## config.mk

```make
export PLATFORM = sky130hd
export DESIGN_NAME = hpa_regbank
export DESIGN_NICKNAME = d
export VERILOG_FILES = /design/src/hpa_pkg.sv /design/src/hpa_addr_match.sv /design/src/hpa_page_map.sv /design/src/hpa_regbank.sv
export SDC_FILE = /design/constraint.sdc
export NUM_CORES = 1
export LEC_CHECK = 0
export ABC_AREA = 1
export ABC_CLOCK_PERIOD_IN_PS = 3250
export BUFFER_PORTS_ARGS = -buffer_cell sky130_fd_sc_hd__buf_2
export CORE_UTILIZATION = 59
export DETAILED_ROUTE_END_ITERATION = 10
export GPL_TIMING_DRIVEN = 0
export PLACE_DENSITY = 0.95
export REMOVE_ABC_BUFFERS = 1
export SLEW_MARGIN = 25
export SYNTH_ARGS = -nofsm -noshare
export SYNTH_HDL_FRONTEND = slang
export SYNTH_SLANG_ARGS = --single-unit
```

## constraint.sdc

```tcl
create_clock -name clk -period 3.25 [get_ports clk]
set_input_delay 0.65 -clock clk [delete_from_list [all_inputs] [get_ports clk]]
set_output_delay 0.65 -clock clk [all_outputs]
set_load 0.01 [all_outputs]
```

## src/hpa_pkg.sv

```systemverilog
// Purpose: constants of the paging and address bank
// Assumes: 8-bit registers, 10-bit internal register addresses
// Notes:   Overview of operation
// Overview of operation
// - alternative selection answers on second address from config upper nibble
// - even address byte writes, next odd reads; base+0 follows the page upper bits, base+2/4 reach pages 2-3/4-5
// - zero second-address nibble means unprogrammed: hardware default address
// - pin choice code 00 none, 01 input zero, 10 input one, 11 input four
// - auto-return set clears page selection to 000 when the access has finished
// - two-wire write style 0 increments register per byte, 1 repeats register writes
// - two-wire page upper bits pick window 0x00-0xFF, 0x100-0x17F or 0x200-0x27F
// - spi page picks 128-register window: 000, 001, 010 or 100
package hpa_pkg;

    // ----------------------------------------------------------------
    // register offsets
    // ----------------------------------------------------------------
    localparam logic [9:0] OFS_SECOND_BUS_ADDRESS_CONFIG = 10'h148;
    localparam logic [9:0] OFS_PAGE_CONTROL              = 10'h200;
    localparam logic [9:0] OFS_PART_IDENTIFIER           = 10'h201;
    localparam logic [9:0] OFS_REVISION_AND_VARIANT      = 10'h202;
    localparam logic [9:0] OFS_BUYER_IDENTIFIER          = 10'h203;
    localparam logic [9:0] OFS_PROGRAMMED_SETUP_REVISION = 10'h204;

    // ----------------------------------------------------------------
    // field positions
    // ----------------------------------------------------------------
    localparam int ADDR_MSBS_LSB   = 4;
    localparam int ADDR_MSBS_MSB   = 7;
    localparam int PIN_CHOICE_LSB  = 0;
    localparam int PIN_CHOICE_MSB  = 1;
    localparam int AUTO_RETURN_BIT = 7;
    localparam int WRITE_STYLE_BIT = 6;
    localparam int PAGE_RSVD_LSB   = 3;
    localparam int PAGE_RSVD_MSB   = 5;
    localparam int PAGE_SEL_LSB    = 0;
    localparam int PAGE_SEL_MSB    = 2;

    // ----------------------------------------------------------------
    // values after reset
    // ----------------------------------------------------------------
    localparam logic [7:0] RST_SECOND_BUS_ADDRESS_CONFIG = 8'h00;
    localparam logic [7:0] RST_PAGE_CONTROL              = 8'h00;
    localparam logic [7:0] RST_POINTER                   = 8'h00;

    // ----------------------------------------------------------------
    // address codes
    // ----------------------------------------------------------------
    localparam logic [3:0] ADDR_MSBS_UNPROGRAMMED = 4'h0;
    localparam logic [3:0] DEFAULT_ADDR_MSBS      = 4'hd;
    localparam logic [1:0] PAIR_PAGES_0_1         = 2'h0;
    localparam logic [1:0] PAIR_PAGES_2_3         = 2'h1;
    localparam logic [1:0] PAIR_PAGES_4_5         = 2'h2;

    // ----------------------------------------------------------------
    // enumerations
    // ----------------------------------------------------------------
    typedef enum logic [1:0] {
        HPA_PIN_NONE = 2'b00,
        HPA_PIN_ZERO = 2'b01,
        HPA_PIN_ONE  = 2'b10,
        HPA_PIN_FOUR = 2'b11
    } hpa_pin_choice_e;

    typedef enum logic [2:0] {
        HPA_SPI_PAGE_0 = 3'b000,
        HPA_SPI_PAGE_1 = 3'b001,
        HPA_SPI_PAGE_2 = 3'b010,
        HPA_SPI_PAGE_4 = 3'b100
    } hpa_spi_page_e;

    typedef enum logic {
        HPA_ST_IDLE  = 1'b0,
        HPA_ST_BURST = 1'b1
    } hpa_state_e;

endpackage

```

## src/hpa_addr_match.sv

```systemverilog
// Purpose: two-wire address compare
// Assumes: address byte holds 7-bit address in [7:1] and direction in [0]
// Notes:   purely combinational
`timescale 1ns/1ps
module hpa_addr_match
(
    // address byte and direction
    input  wire logic [7:0] dev_byte,
    input  wire logic       is_write,
    // configuration
    input  wire logic [3:0] second_msbs,
    input  wire logic [1:0] pin_choice,
    // selector pins
    input  wire logic       input_pin_zero,
    input  wire logic       input_pin_one,
    input  wire logic       input_pin_four,
    // result
    output logic            hit,
    output logic [1:0]      pair_sel
);
    logic       pin_level;
    logic       use_second;
    logic [3:0] base_msbs;

    always_comb
    begin
        case (hpa_pkg::hpa_pin_choice_e'(pin_choice))
            hpa_pkg::HPA_PIN_ZERO: pin_level = input_pin_zero;
            hpa_pkg::HPA_PIN_ONE:  pin_level = input_pin_one;
            hpa_pkg::HPA_PIN_FOUR: pin_level = input_pin_four;
            default:               pin_level = 1'b0;
        endcase
    end

    // zero nibble keeps the default
    assign use_second = pin_level && (second_msbs != hpa_pkg::ADDR_MSBS_UNPROGRAMMED);
    assign base_msbs  = use_second ? second_msbs : hpa_pkg::DEFAULT_ADDR_MSBS;
    assign pair_sel   = dev_byte[2:1];
    assign hit        = (dev_byte[7:4] == base_msbs) && !dev_byte[3]
                        && (dev_byte[2:1] != 2'h3) && (dev_byte[0] == !is_write);

endmodule

```

## src/hpa_page_map.sv

```systemverilog
// Purpose: page and register byte to full address
// Assumes: spi carries a 7-bit register number, two-wire an 8-bit one
// Notes:   purely combinational; mapped low marks a hole in the map
`timescale 1ns/1ps
module hpa_page_map
(
    // access
    input  wire logic       is_spi,
    input  wire logic [2:0] page_sel,
    input  wire logic [1:0] pair_sel,
    input  wire logic [7:0] reg_byte,
    // result
    output logic [9:0]      full_addr,
    output logic            mapped
);
    logic [1:0] pair;

    // base+0 follows the page field
    assign pair = (pair_sel == hpa_pkg::PAIR_PAGES_0_1) ? page_sel[2:1] : pair_sel;

    always_comb
    begin
        full_addr = 10'h000;
        mapped    = 1'b0;
        if (is_spi)
        begin
            mapped = 1'b1;
            case (hpa_pkg::hpa_spi_page_e'(page_sel))
                hpa_pkg::HPA_SPI_PAGE_0: full_addr = {3'h0, reg_byte[6:0]};
                hpa_pkg::HPA_SPI_PAGE_1: full_addr = {3'h1, reg_byte[6:0]};
                hpa_pkg::HPA_SPI_PAGE_2: full_addr = {3'h2, reg_byte[6:0]};
                hpa_pkg::HPA_SPI_PAGE_4: full_addr = {3'h4, reg_byte[6:0]};
                default:                 mapped    = 1'b0;
            endcase
        end
        else
        begin
            case (pair)
                2'h0:
                begin
                    full_addr = {2'h0, reg_byte};
                    mapped    = 1'b1;
                end
                2'h1:
                begin
                    full_addr = {3'h2, reg_byte[6:0]};
                    mapped    = !reg_byte[7];
                end
                2'h2:
                begin
                    full_addr = {3'h4, reg_byte[6:0]};
                    mapped    = !reg_byte[7];
                end
                default: mapped = 1'b0;
            endcase
        end
    end

endmodule

```

## src/hpa_regbank.sv

```systemverilog
// Purpose: paging, second bus address and identification register bank
// Assumes: one data byte per xfer_valid cycle;
//          xfer_end pulses when an access ends
// Notes:   foreign registers go out on the ext_* strobes
`timescale 1ns/1ps
module hpa_regbank
#(
    parameter logic [7:0] PART_CODE          = 8'h5a, // arbitrary value
    parameter logic [3:0] MASK_REVISION      = 4'h1,  // arbitrary value
    parameter logic [3:0] VARIANT_CODE       = 4'h2,  // arbitrary value
    parameter logic [7:0] BUYER_CODE         = 8'h3c, // arbitrary value
    parameter logic [7:0] PROGRAMMED_SETUP   = 8'h01, // arbitrary value
    parameter logic [7:0] SECOND_ADDR_LOADED = hpa_pkg::RST_SECOND_BUS_ADDRESS_CONFIG
)
(
    // clock and reset
    input  wire logic       clk,
    input  wire logic       rst_b,
    // byte access from the bus front end
    input  wire logic       xfer_valid,
    input  wire logic       xfer_spi,
    input  wire logic       xfer_first,
    input  wire logic       xfer_write,
    input  wire logic [7:0] xfer_dev_byte,
    input  wire logic [7:0] xfer_reg,
    input  wire logic [7:0] xfer_wdata,
    input  wire logic       xfer_end,
    // answer to the front end
    output logic            xfer_ack,
    output logic            xfer_rvalid,
    output logic [7:0]      xfer_rdata,
    // address selector pins
    input  wire logic       input_pin_zero,
    input  wire logic       input_pin_one,
    input  wire logic       input_pin_four,
    // forwarded access to other banks
    output logic            ext_we,
    output logic            ext_re,
    output logic [9:0]      ext_addr,
    output logic [7:0]      ext_wdata,
    // state seen by the rest of the chip
    output logic [2:0]      page_sel,
    output logic            repeat_write
);

    // ----------------------------------------------------------------
    // state
    // ----------------------------------------------------------------
    logic [3:0]          second_msbs_reg;
    logic [1:0]          pin_choice_reg;
    logic                auto_return_reg;
    logic                write_style_reg;
    logic [2:0]          page_rsvd_reg;
    logic [2:0]          page_sel_reg;
    logic [7:0]          ptr_reg;
    logic [7:0]          ptr_next;

    hpa_pkg::hpa_state_e state_reg;
    hpa_pkg::hpa_state_e state_next;

    logic                ack_reg;
    logic                rvalid_reg;
    logic [7:0]          rdata_reg;

    logic                ext_we_reg;
    logic                ext_re_reg;
    logic [9:0]          ext_addr_reg;
    logic [7:0]          ext_wdata_reg;

    // ----------------------------------------------------------------
    // decode of the current byte
    // ----------------------------------------------------------------
    logic       i2c_hit;
    logic [1:0] pair_sel;
    logic       hit;
    logic       use_pointer;
    logic [7:0] cur_byte;

    logic [9:0] full_addr;
    logic       mapped;

    logic       do_access;
    logic       do_write;
    logic       do_read;

    logic       sel_addr_cfg;
    logic       sel_page_ctl;
    logic       sel_own;

    logic [7:0] own_rdata;

    hpa_addr_match u_addr_match
    (
        .dev_byte       (xfer_dev_byte),
        .is_write       (xfer_write),
        .second_msbs    (second_msbs_reg),
        .pin_choice     (pin_choice_reg),
        .input_pin_zero (input_pin_zero),
        .input_pin_one  (input_pin_one),
        .input_pin_four (input_pin_four),
        .hit            (i2c_hit),
        .pair_sel       (pair_sel)
    );

    assign hit = xfer_spi || i2c_hit;

    // burst bytes follow the pointer, repeated writes their own reg
    assign use_pointer = !xfer_first && (state_reg == hpa_pkg::HPA_ST_BURST)
                         && (xfer_spi || !xfer_write || !write_style_reg);
    assign cur_byte    = use_pointer ? ptr_next : xfer_reg;

    hpa_page_map u_page_map
    (
        .is_spi    (xfer_spi),
        .page_sel  (page_sel_reg),
        .pair_sel  (xfer_spi ? hpa_pkg::PAIR_PAGES_0_1 : pair_sel),
        .reg_byte  (cur_byte),
        .full_addr (full_addr),
        .mapped    (mapped)
    );

    assign do_access    = xfer_valid && hit && mapped;
    assign do_write     = do_access && xfer_write;
    assign do_read      = do_access && !xfer_write;

    assign sel_addr_cfg = (full_addr == hpa_pkg::OFS_SECOND_BUS_ADDRESS_CONFIG);
    assign sel_page_ctl = (full_addr == hpa_pkg::OFS_PAGE_CONTROL);

    assign sel_own      = sel_addr_cfg || sel_page_ctl
                          || (full_addr == hpa_pkg::OFS_PART_IDENTIFIER)
                          || (full_addr == hpa_pkg::OFS_REVISION_AND_VARIANT)
                          || (full_addr == hpa_pkg::OFS_BUYER_IDENTIFIER)
                          || (full_addr == hpa_pkg::OFS_PROGRAMMED_SETUP_REVISION);

    always_comb
    begin
        own_rdata = 8'h00;
        case (full_addr)
            hpa_pkg::OFS_SECOND_BUS_ADDRESS_CONFIG:
                own_rdata = {second_msbs_reg, 2'h0, pin_choice_reg};
            hpa_pkg::OFS_PAGE_CONTROL:
                own_rdata = {auto_return_reg, write_style_reg, page_rsvd_reg, page_sel_reg};
            hpa_pkg::OFS_PART_IDENTIFIER:
                own_rdata = PART_CODE;
            hpa_pkg::OFS_REVISION_AND_VARIANT:
                own_rdata = {MASK_REVISION, VARIANT_CODE};
            hpa_pkg::OFS_BUYER_IDENTIFIER:
                own_rdata = BUYER_CODE;
            hpa_pkg::OFS_PROGRAMMED_SETUP_REVISION:
                own_rdata = PROGRAMMED_SETUP;
            default:
                own_rdata = 8'h00;
        endcase
    end

    // ----------------------------------------------------------------
    // burst tracking
    // ----------------------------------------------------------------
    assign ptr_next = ptr_reg + 8'h01;

    always_comb
    begin
        state_next = state_reg;
        case (state_reg)
            hpa_pkg::HPA_ST_IDLE:
                if (xfer_valid && hit && !xfer_end)
                    state_next = hpa_pkg::HPA_ST_BURST;
            hpa_pkg::HPA_ST_BURST:
                if (xfer_end)
                    state_next = hpa_pkg::HPA_ST_IDLE;
            default:
                state_next = hpa_pkg::HPA_ST_IDLE;
        endcase
    end

    always_ff @(posedge clk or negedge rst_b)
    begin
        if (!rst_b)
            state_reg <= hpa_pkg::HPA_ST_IDLE;
        else
            state_reg <= state_next;
    end

    always_ff @(posedge clk or negedge rst_b)
    begin
        if (!rst_b)
            ptr_reg <= hpa_pkg::RST_POINTER;
        else if (xfer_valid && hit)
            ptr_reg <= cur_byte;
    end

    // ----------------------------------------------------------------
    // second bus address configuration
    // ----------------------------------------------------------------
    always_ff @(posedge clk or negedge rst_b)
    begin
        if (!rst_b)
        begin
            second_msbs_reg <= SECOND_ADDR_LOADED[hpa_pkg::ADDR_MSBS_MSB:hpa_pkg::ADDR_MSBS_LSB];
            pin_choice_reg  <= SECOND_ADDR_LOADED[hpa_pkg::PIN_CHOICE_MSB:hpa_pkg::PIN_CHOICE_LSB];
        end
        else if (do_write && sel_addr_cfg)
        begin
            // reserved read-only bits 3:2 are dropped
            second_msbs_reg <= xfer_wdata[hpa_pkg::ADDR_MSBS_MSB:hpa_pkg::ADDR_MSBS_LSB];
            pin_choice_reg  <= xfer_wdata[hpa_pkg::PIN_CHOICE_MSB:hpa_pkg::PIN_CHOICE_LSB];
        end
    end

    // ----------------------------------------------------------------
    // page control
    // ----------------------------------------------------------------
    always_ff @(posedge clk or negedge rst_b)
    begin
        if (!rst_b)
        begin
            auto_return_reg <= hpa_pkg::RST_PAGE_CONTROL[hpa_pkg::AUTO_RETURN_BIT];
            write_style_reg <= hpa_pkg::RST_PAGE_CONTROL[hpa_pkg::WRITE_STYLE_BIT];
            page_rsvd_reg   <= hpa_pkg::RST_PAGE_CONTROL[hpa_pkg::PAGE_RSVD_MSB:hpa_pkg::PAGE_RSVD_LSB];
        end
        else if (do_write && sel_page_ctl)
        begin
            auto_return_reg <= xfer_wdata[hpa_pkg::AUTO_RETURN_BIT];
            write_style_reg <= xfer_wdata[hpa_pkg::WRITE_STYLE_BIT];
            page_rsvd_reg   <= xfer_wdata[hpa_pkg::PAGE_RSVD_MSB:hpa_pkg::PAGE_RSVD_LSB];
        end
    end

    // end-of-access clear beats a page write
    always_ff @(posedge clk or negedge rst_b)
    begin
        if (!rst_b)
            page_sel_reg <= hpa_pkg::RST_PAGE_CONTROL[hpa_pkg::PAGE_SEL_MSB:hpa_pkg::PAGE_SEL_LSB];
        else if (xfer_end && (state_reg == hpa_pkg::HPA_ST_BURST || (xfer_valid && hit))
                 && ((do_write && sel_page_ctl) ? xfer_wdata[hpa_pkg::AUTO_RETURN_BIT]
                                                : auto_return_reg))
            page_sel_reg <= 3'h0;
        else if (do_write && sel_page_ctl)
            page_sel_reg <= xfer_wdata[hpa_pkg::PAGE_SEL_MSB:hpa_pkg::PAGE_SEL_LSB];
    end

    // ----------------------------------------------------------------
    // answer to the front end
    // ----------------------------------------------------------------
    always_ff @(posedge clk or negedge rst_b)
    begin
        if (!rst_b)
        begin
            ack_reg    <= 1'b0;
            rvalid_reg <= 1'b0;
            rdata_reg  <= 8'h00;
        end
        else
        begin
            // read-only writes acked, dropped
            ack_reg    <= xfer_valid && hit;
            rvalid_reg <= xfer_valid && hit && !xfer_write;

            if (xfer_valid && hit && !xfer_write)
                rdata_reg <= (do_read && sel_own) ? own_rdata : 8'h00;
        end
    end

    // ----------------------------------------------------------------
    // forwarding to other banks
    // ----------------------------------------------------------------
    always_ff @(posedge clk or negedge rst_b)
    begin
        if (!rst_b)
        begin
            ext_we_reg    <= 1'b0;
            ext_re_reg    <= 1'b0;
            ext_addr_reg  <= 10'h000;
            ext_wdata_reg <= 8'h00;
        end
        else
        begin
            ext_we_reg <= do_write && !sel_own;
            ext_re_reg <= do_read && !sel_own;

            if (do_access && !sel_own)
            begin
                ext_addr_reg  <= full_addr;
                ext_wdata_reg <= xfer_wdata;
            end
        end
    end

    // ----------------------------------------------------------------
    // outputs
    // ----------------------------------------------------------------
    assign xfer_ack     = ack_reg;
    assign xfer_rvalid  = rvalid_reg;
    assign xfer_rdata   = rdata_reg;
    assign ext_we       = ext_we_reg;
    assign ext_re       = ext_re_reg;
    assign ext_addr     = ext_addr_reg;
    assign ext_wdata    = ext_wdata_reg;

    assign page_sel     = page_sel_reg;
    assign repeat_write = write_style_reg;

endmodule

```

==> qor.csv <==
metric,value,unit
most frequent cells in the layout,"144 x nand2_1, 66 x buf_2, 53 x dfrtp_1",
Post-synth EDFFs,0,
row cnt,26,
total routed wirelength,7260,um
worst path cell trace,"buf_2, inv_4, nand3_2, nand3_2, inv_2, nand2_1, nand2_1, nand2_1, nand2_1, inv_2, nand2_4, inv_2, nand2_1, nand2_2, nor2_4, nand2_2, nand2_1, nand2_1",
final period utilization,91.0,%
critical path endpoint category,flip-flop,
hold buffer count at CTS,0,
"Setup violations, final",0,
Port Buf Inserts,67,
max reg flops,10,
Max-cap violations,0,
Met3 Wirelength,357,um
CTS tree,done,
routed vias,2846,
Static Leakage,0.00196,uW
dpl ws,-385,ps
total grt overflow,0,
top sig layer,met4,
gr usage total,27.1,%
reg2reg start,repeat_write,
WS Path Type,input port to flip-flop,
Final TNS setup,0,ps
Crit path top cell by count,nand2_1,
Final ANT Viol Nets,0,
Post-Syn Area,0.00310,mm^2
"slowest stage delay, CP",390,ps
"commonest non-fill, non-tap cell in the layout",nand2_1,
CP startpoint kind,input port,
worst reg-to-reg setup slack,390,ps
register area share after synthesis,42.8,%
Layout Cells excl Fill,543,
H-tree depth,2,
post-CTS setup buffer count,0,
clock buffer count from CTS,5,
Arrival @ worst endpoint,3150,ps
Final Skew,8.15,ps
initial antenna violation count,0,
max-slew violations,0,
Logic pwr share,33.5,%
routability cong.,0.878,
met2 routed WL,3520,um
VDD IR-drop max,0.000427,V
Die Height,74.5,um
Synth Area per Inst,7.65,um^2
Total Power,1920,uW
Int Power,1210,uW
RSZ-0062 raised after global routing,false,
placed cell count,534,
CORE AREA,0.00507,mm^2
Psw,719,uW
via count of the first global-routing pass,2482,
largest net degree at the start of global routing,54,
r2r endpoint,ext_addr[9],
total iterations of the first detailed-routing run,5,
antenna fix cells,0,
Syn-to-layout area delta,15.1,%
Max-slew headroom,56.0,%
crit path max fanout,20,
DRC,0,
first-pass GRT wire length,11300,um
power density cells,540,mW/mm^2
slowest CP cell,nor2_4,
clock share of power,21.0,%
routed len/inst,13.4,um
initial core utilization,61.0,%
Fmax achieved,338,MHz
IO Pins,68,
Sw Ratio,37.3,%
PnR worst setup slack,292,ps
CTS max path bufs,2,
hold crit path type,input port to asynchronous set/reset pin,
"CTS clk-pin slew, worst paths",90,ps
Final min period,2960,ps
Reg2Reg Depth,16,
"FF+latch count, synth",53,
Synth Warn #,0,
clock tree sinks,53,
die area,0.00554,mm^2
Synth Instances,405,
Final Hold Fails,0,
vias per cell,5.24,
Final HPWL DP,5510,um
Required @ worst endpoint,3450,ps
dominant synthesized flop cell,dfrtp_1,
status,finished clean,
M1 WL,3320,um
fin util,70.3,%
Async SR Flop Fraction,100,%
Worst Max-Slew Pin Slew,656,ps
die width,74.5,um
root buf cell,clkbuf_8,
initial DRC count,229,
layout net count,507,
count of cell types in the netlist,39,
ratio of cells with drive above 1 in the final layout,28.3,%
share of power burned in registers,45.5,%
worst-skew pair later-pin latency,310,ps
power groups by stage:
stage / combinational (uW) / sequential (uW) / clock, uW
after floorplan: 353 / 927 / 0
after global placement: 612 / 879 / 0
after detailed placement: 638 / 885 / 0
after CTS: 642 / 874 / 412
after global routing: 715 / 889 / 438
final: 645 / 876 / 404
metal layers:
layer	GRT usage, %	up-vias
li1	-	1412
met1	37.4	1332
met2	44.9	94
met3	4.61	8
met4	5.87	0
met5	0	-
repair_timing:
item | in CTS | in global routing
resized for setup | 1 | 0
pin swaps | 0 | 1
endpoints found under the setup margin | 18 | 18
cloned | 0 | 1
Yosys cell counts (4+ instances only):
master / n / area, um^2
nand2_1: 145 / 544
dfrtp_1: 53 / 1330
inv_1: 35 / 131
nand3_1: 27 / 135
nor2_1: 26 / 97.6
o21ai_0: 16 / 80.1
nand2_2: 14 / 87.6
inv_2: 10 / 37.5
nand3_2: 10 / 100
o21ai_2: 10 / 87.6
nand4_1: 6 / 37.5
nand3b_1: 5 / 37.5
xnor2_1: 4 / 35.0
per-stage QoR:
| stage | area, um^2 | hold WS, ps |
|---|---|---|
| final | 3570 | 360 |
| after global routing | 3570 | 421 |
| after CTS | 3560 | 391 |
| after detailed placement | 3460 | 454 |
| after global placement | 3450 | 451 |
| after floorplan | 3030 | 354 |
critical path, delay by kind of cell:
family | cells | cell delay, ps
buffers and inverters | 5 | 530
AND/OR/NAND/NOR | 13 | 1970
logic make-up (layout without fill, tap and decap cells):
logic type	after synthesis	count (layout)	synth area share, %
and+or+nand+nor	249	250	38.5
xor gates and xnor gates	5	5	1.41
adders and majority gates	1	1	0.404
buffers and inverters	57	124	8.20
DFF	53	53	42.8
AOI/OAI and AO/OA	40	40	8.64
worst max-delay path by stage:
stage               startpoint     endpoint  slack [ps]  cells after the start
global placement      xfer_spi  ext_addr[5]        -320                     17
detailed placement    xfer_spi  ext_addr[9]        -380                     15
CTS                   xfer_spi  ext_addr[9]         160                     18
floorplan             xfer_spi  ext_addr[1]         460                     13
finish                xfer_spi  ext_addr[9]         290                     18
global route          xfer_spi  ext_addr[9]          50                     14
cell type report:
| cell class | instances | area, um^2 |
|---|---|---|
| multi-input combinational | 296 | 1530 |
| fill | 419 | 1510 |
| sequential | 53 | 1330 |
| timing repair buffer | 67 | 338 |
| inverter | 49 | 186 |
| clock buffer | 7 | 96.3 |
| tap | 70 | 87.6 |
| clock inverter | 1 | 5.00 |
Note: power is estimated with default switching activity, not from simulation.
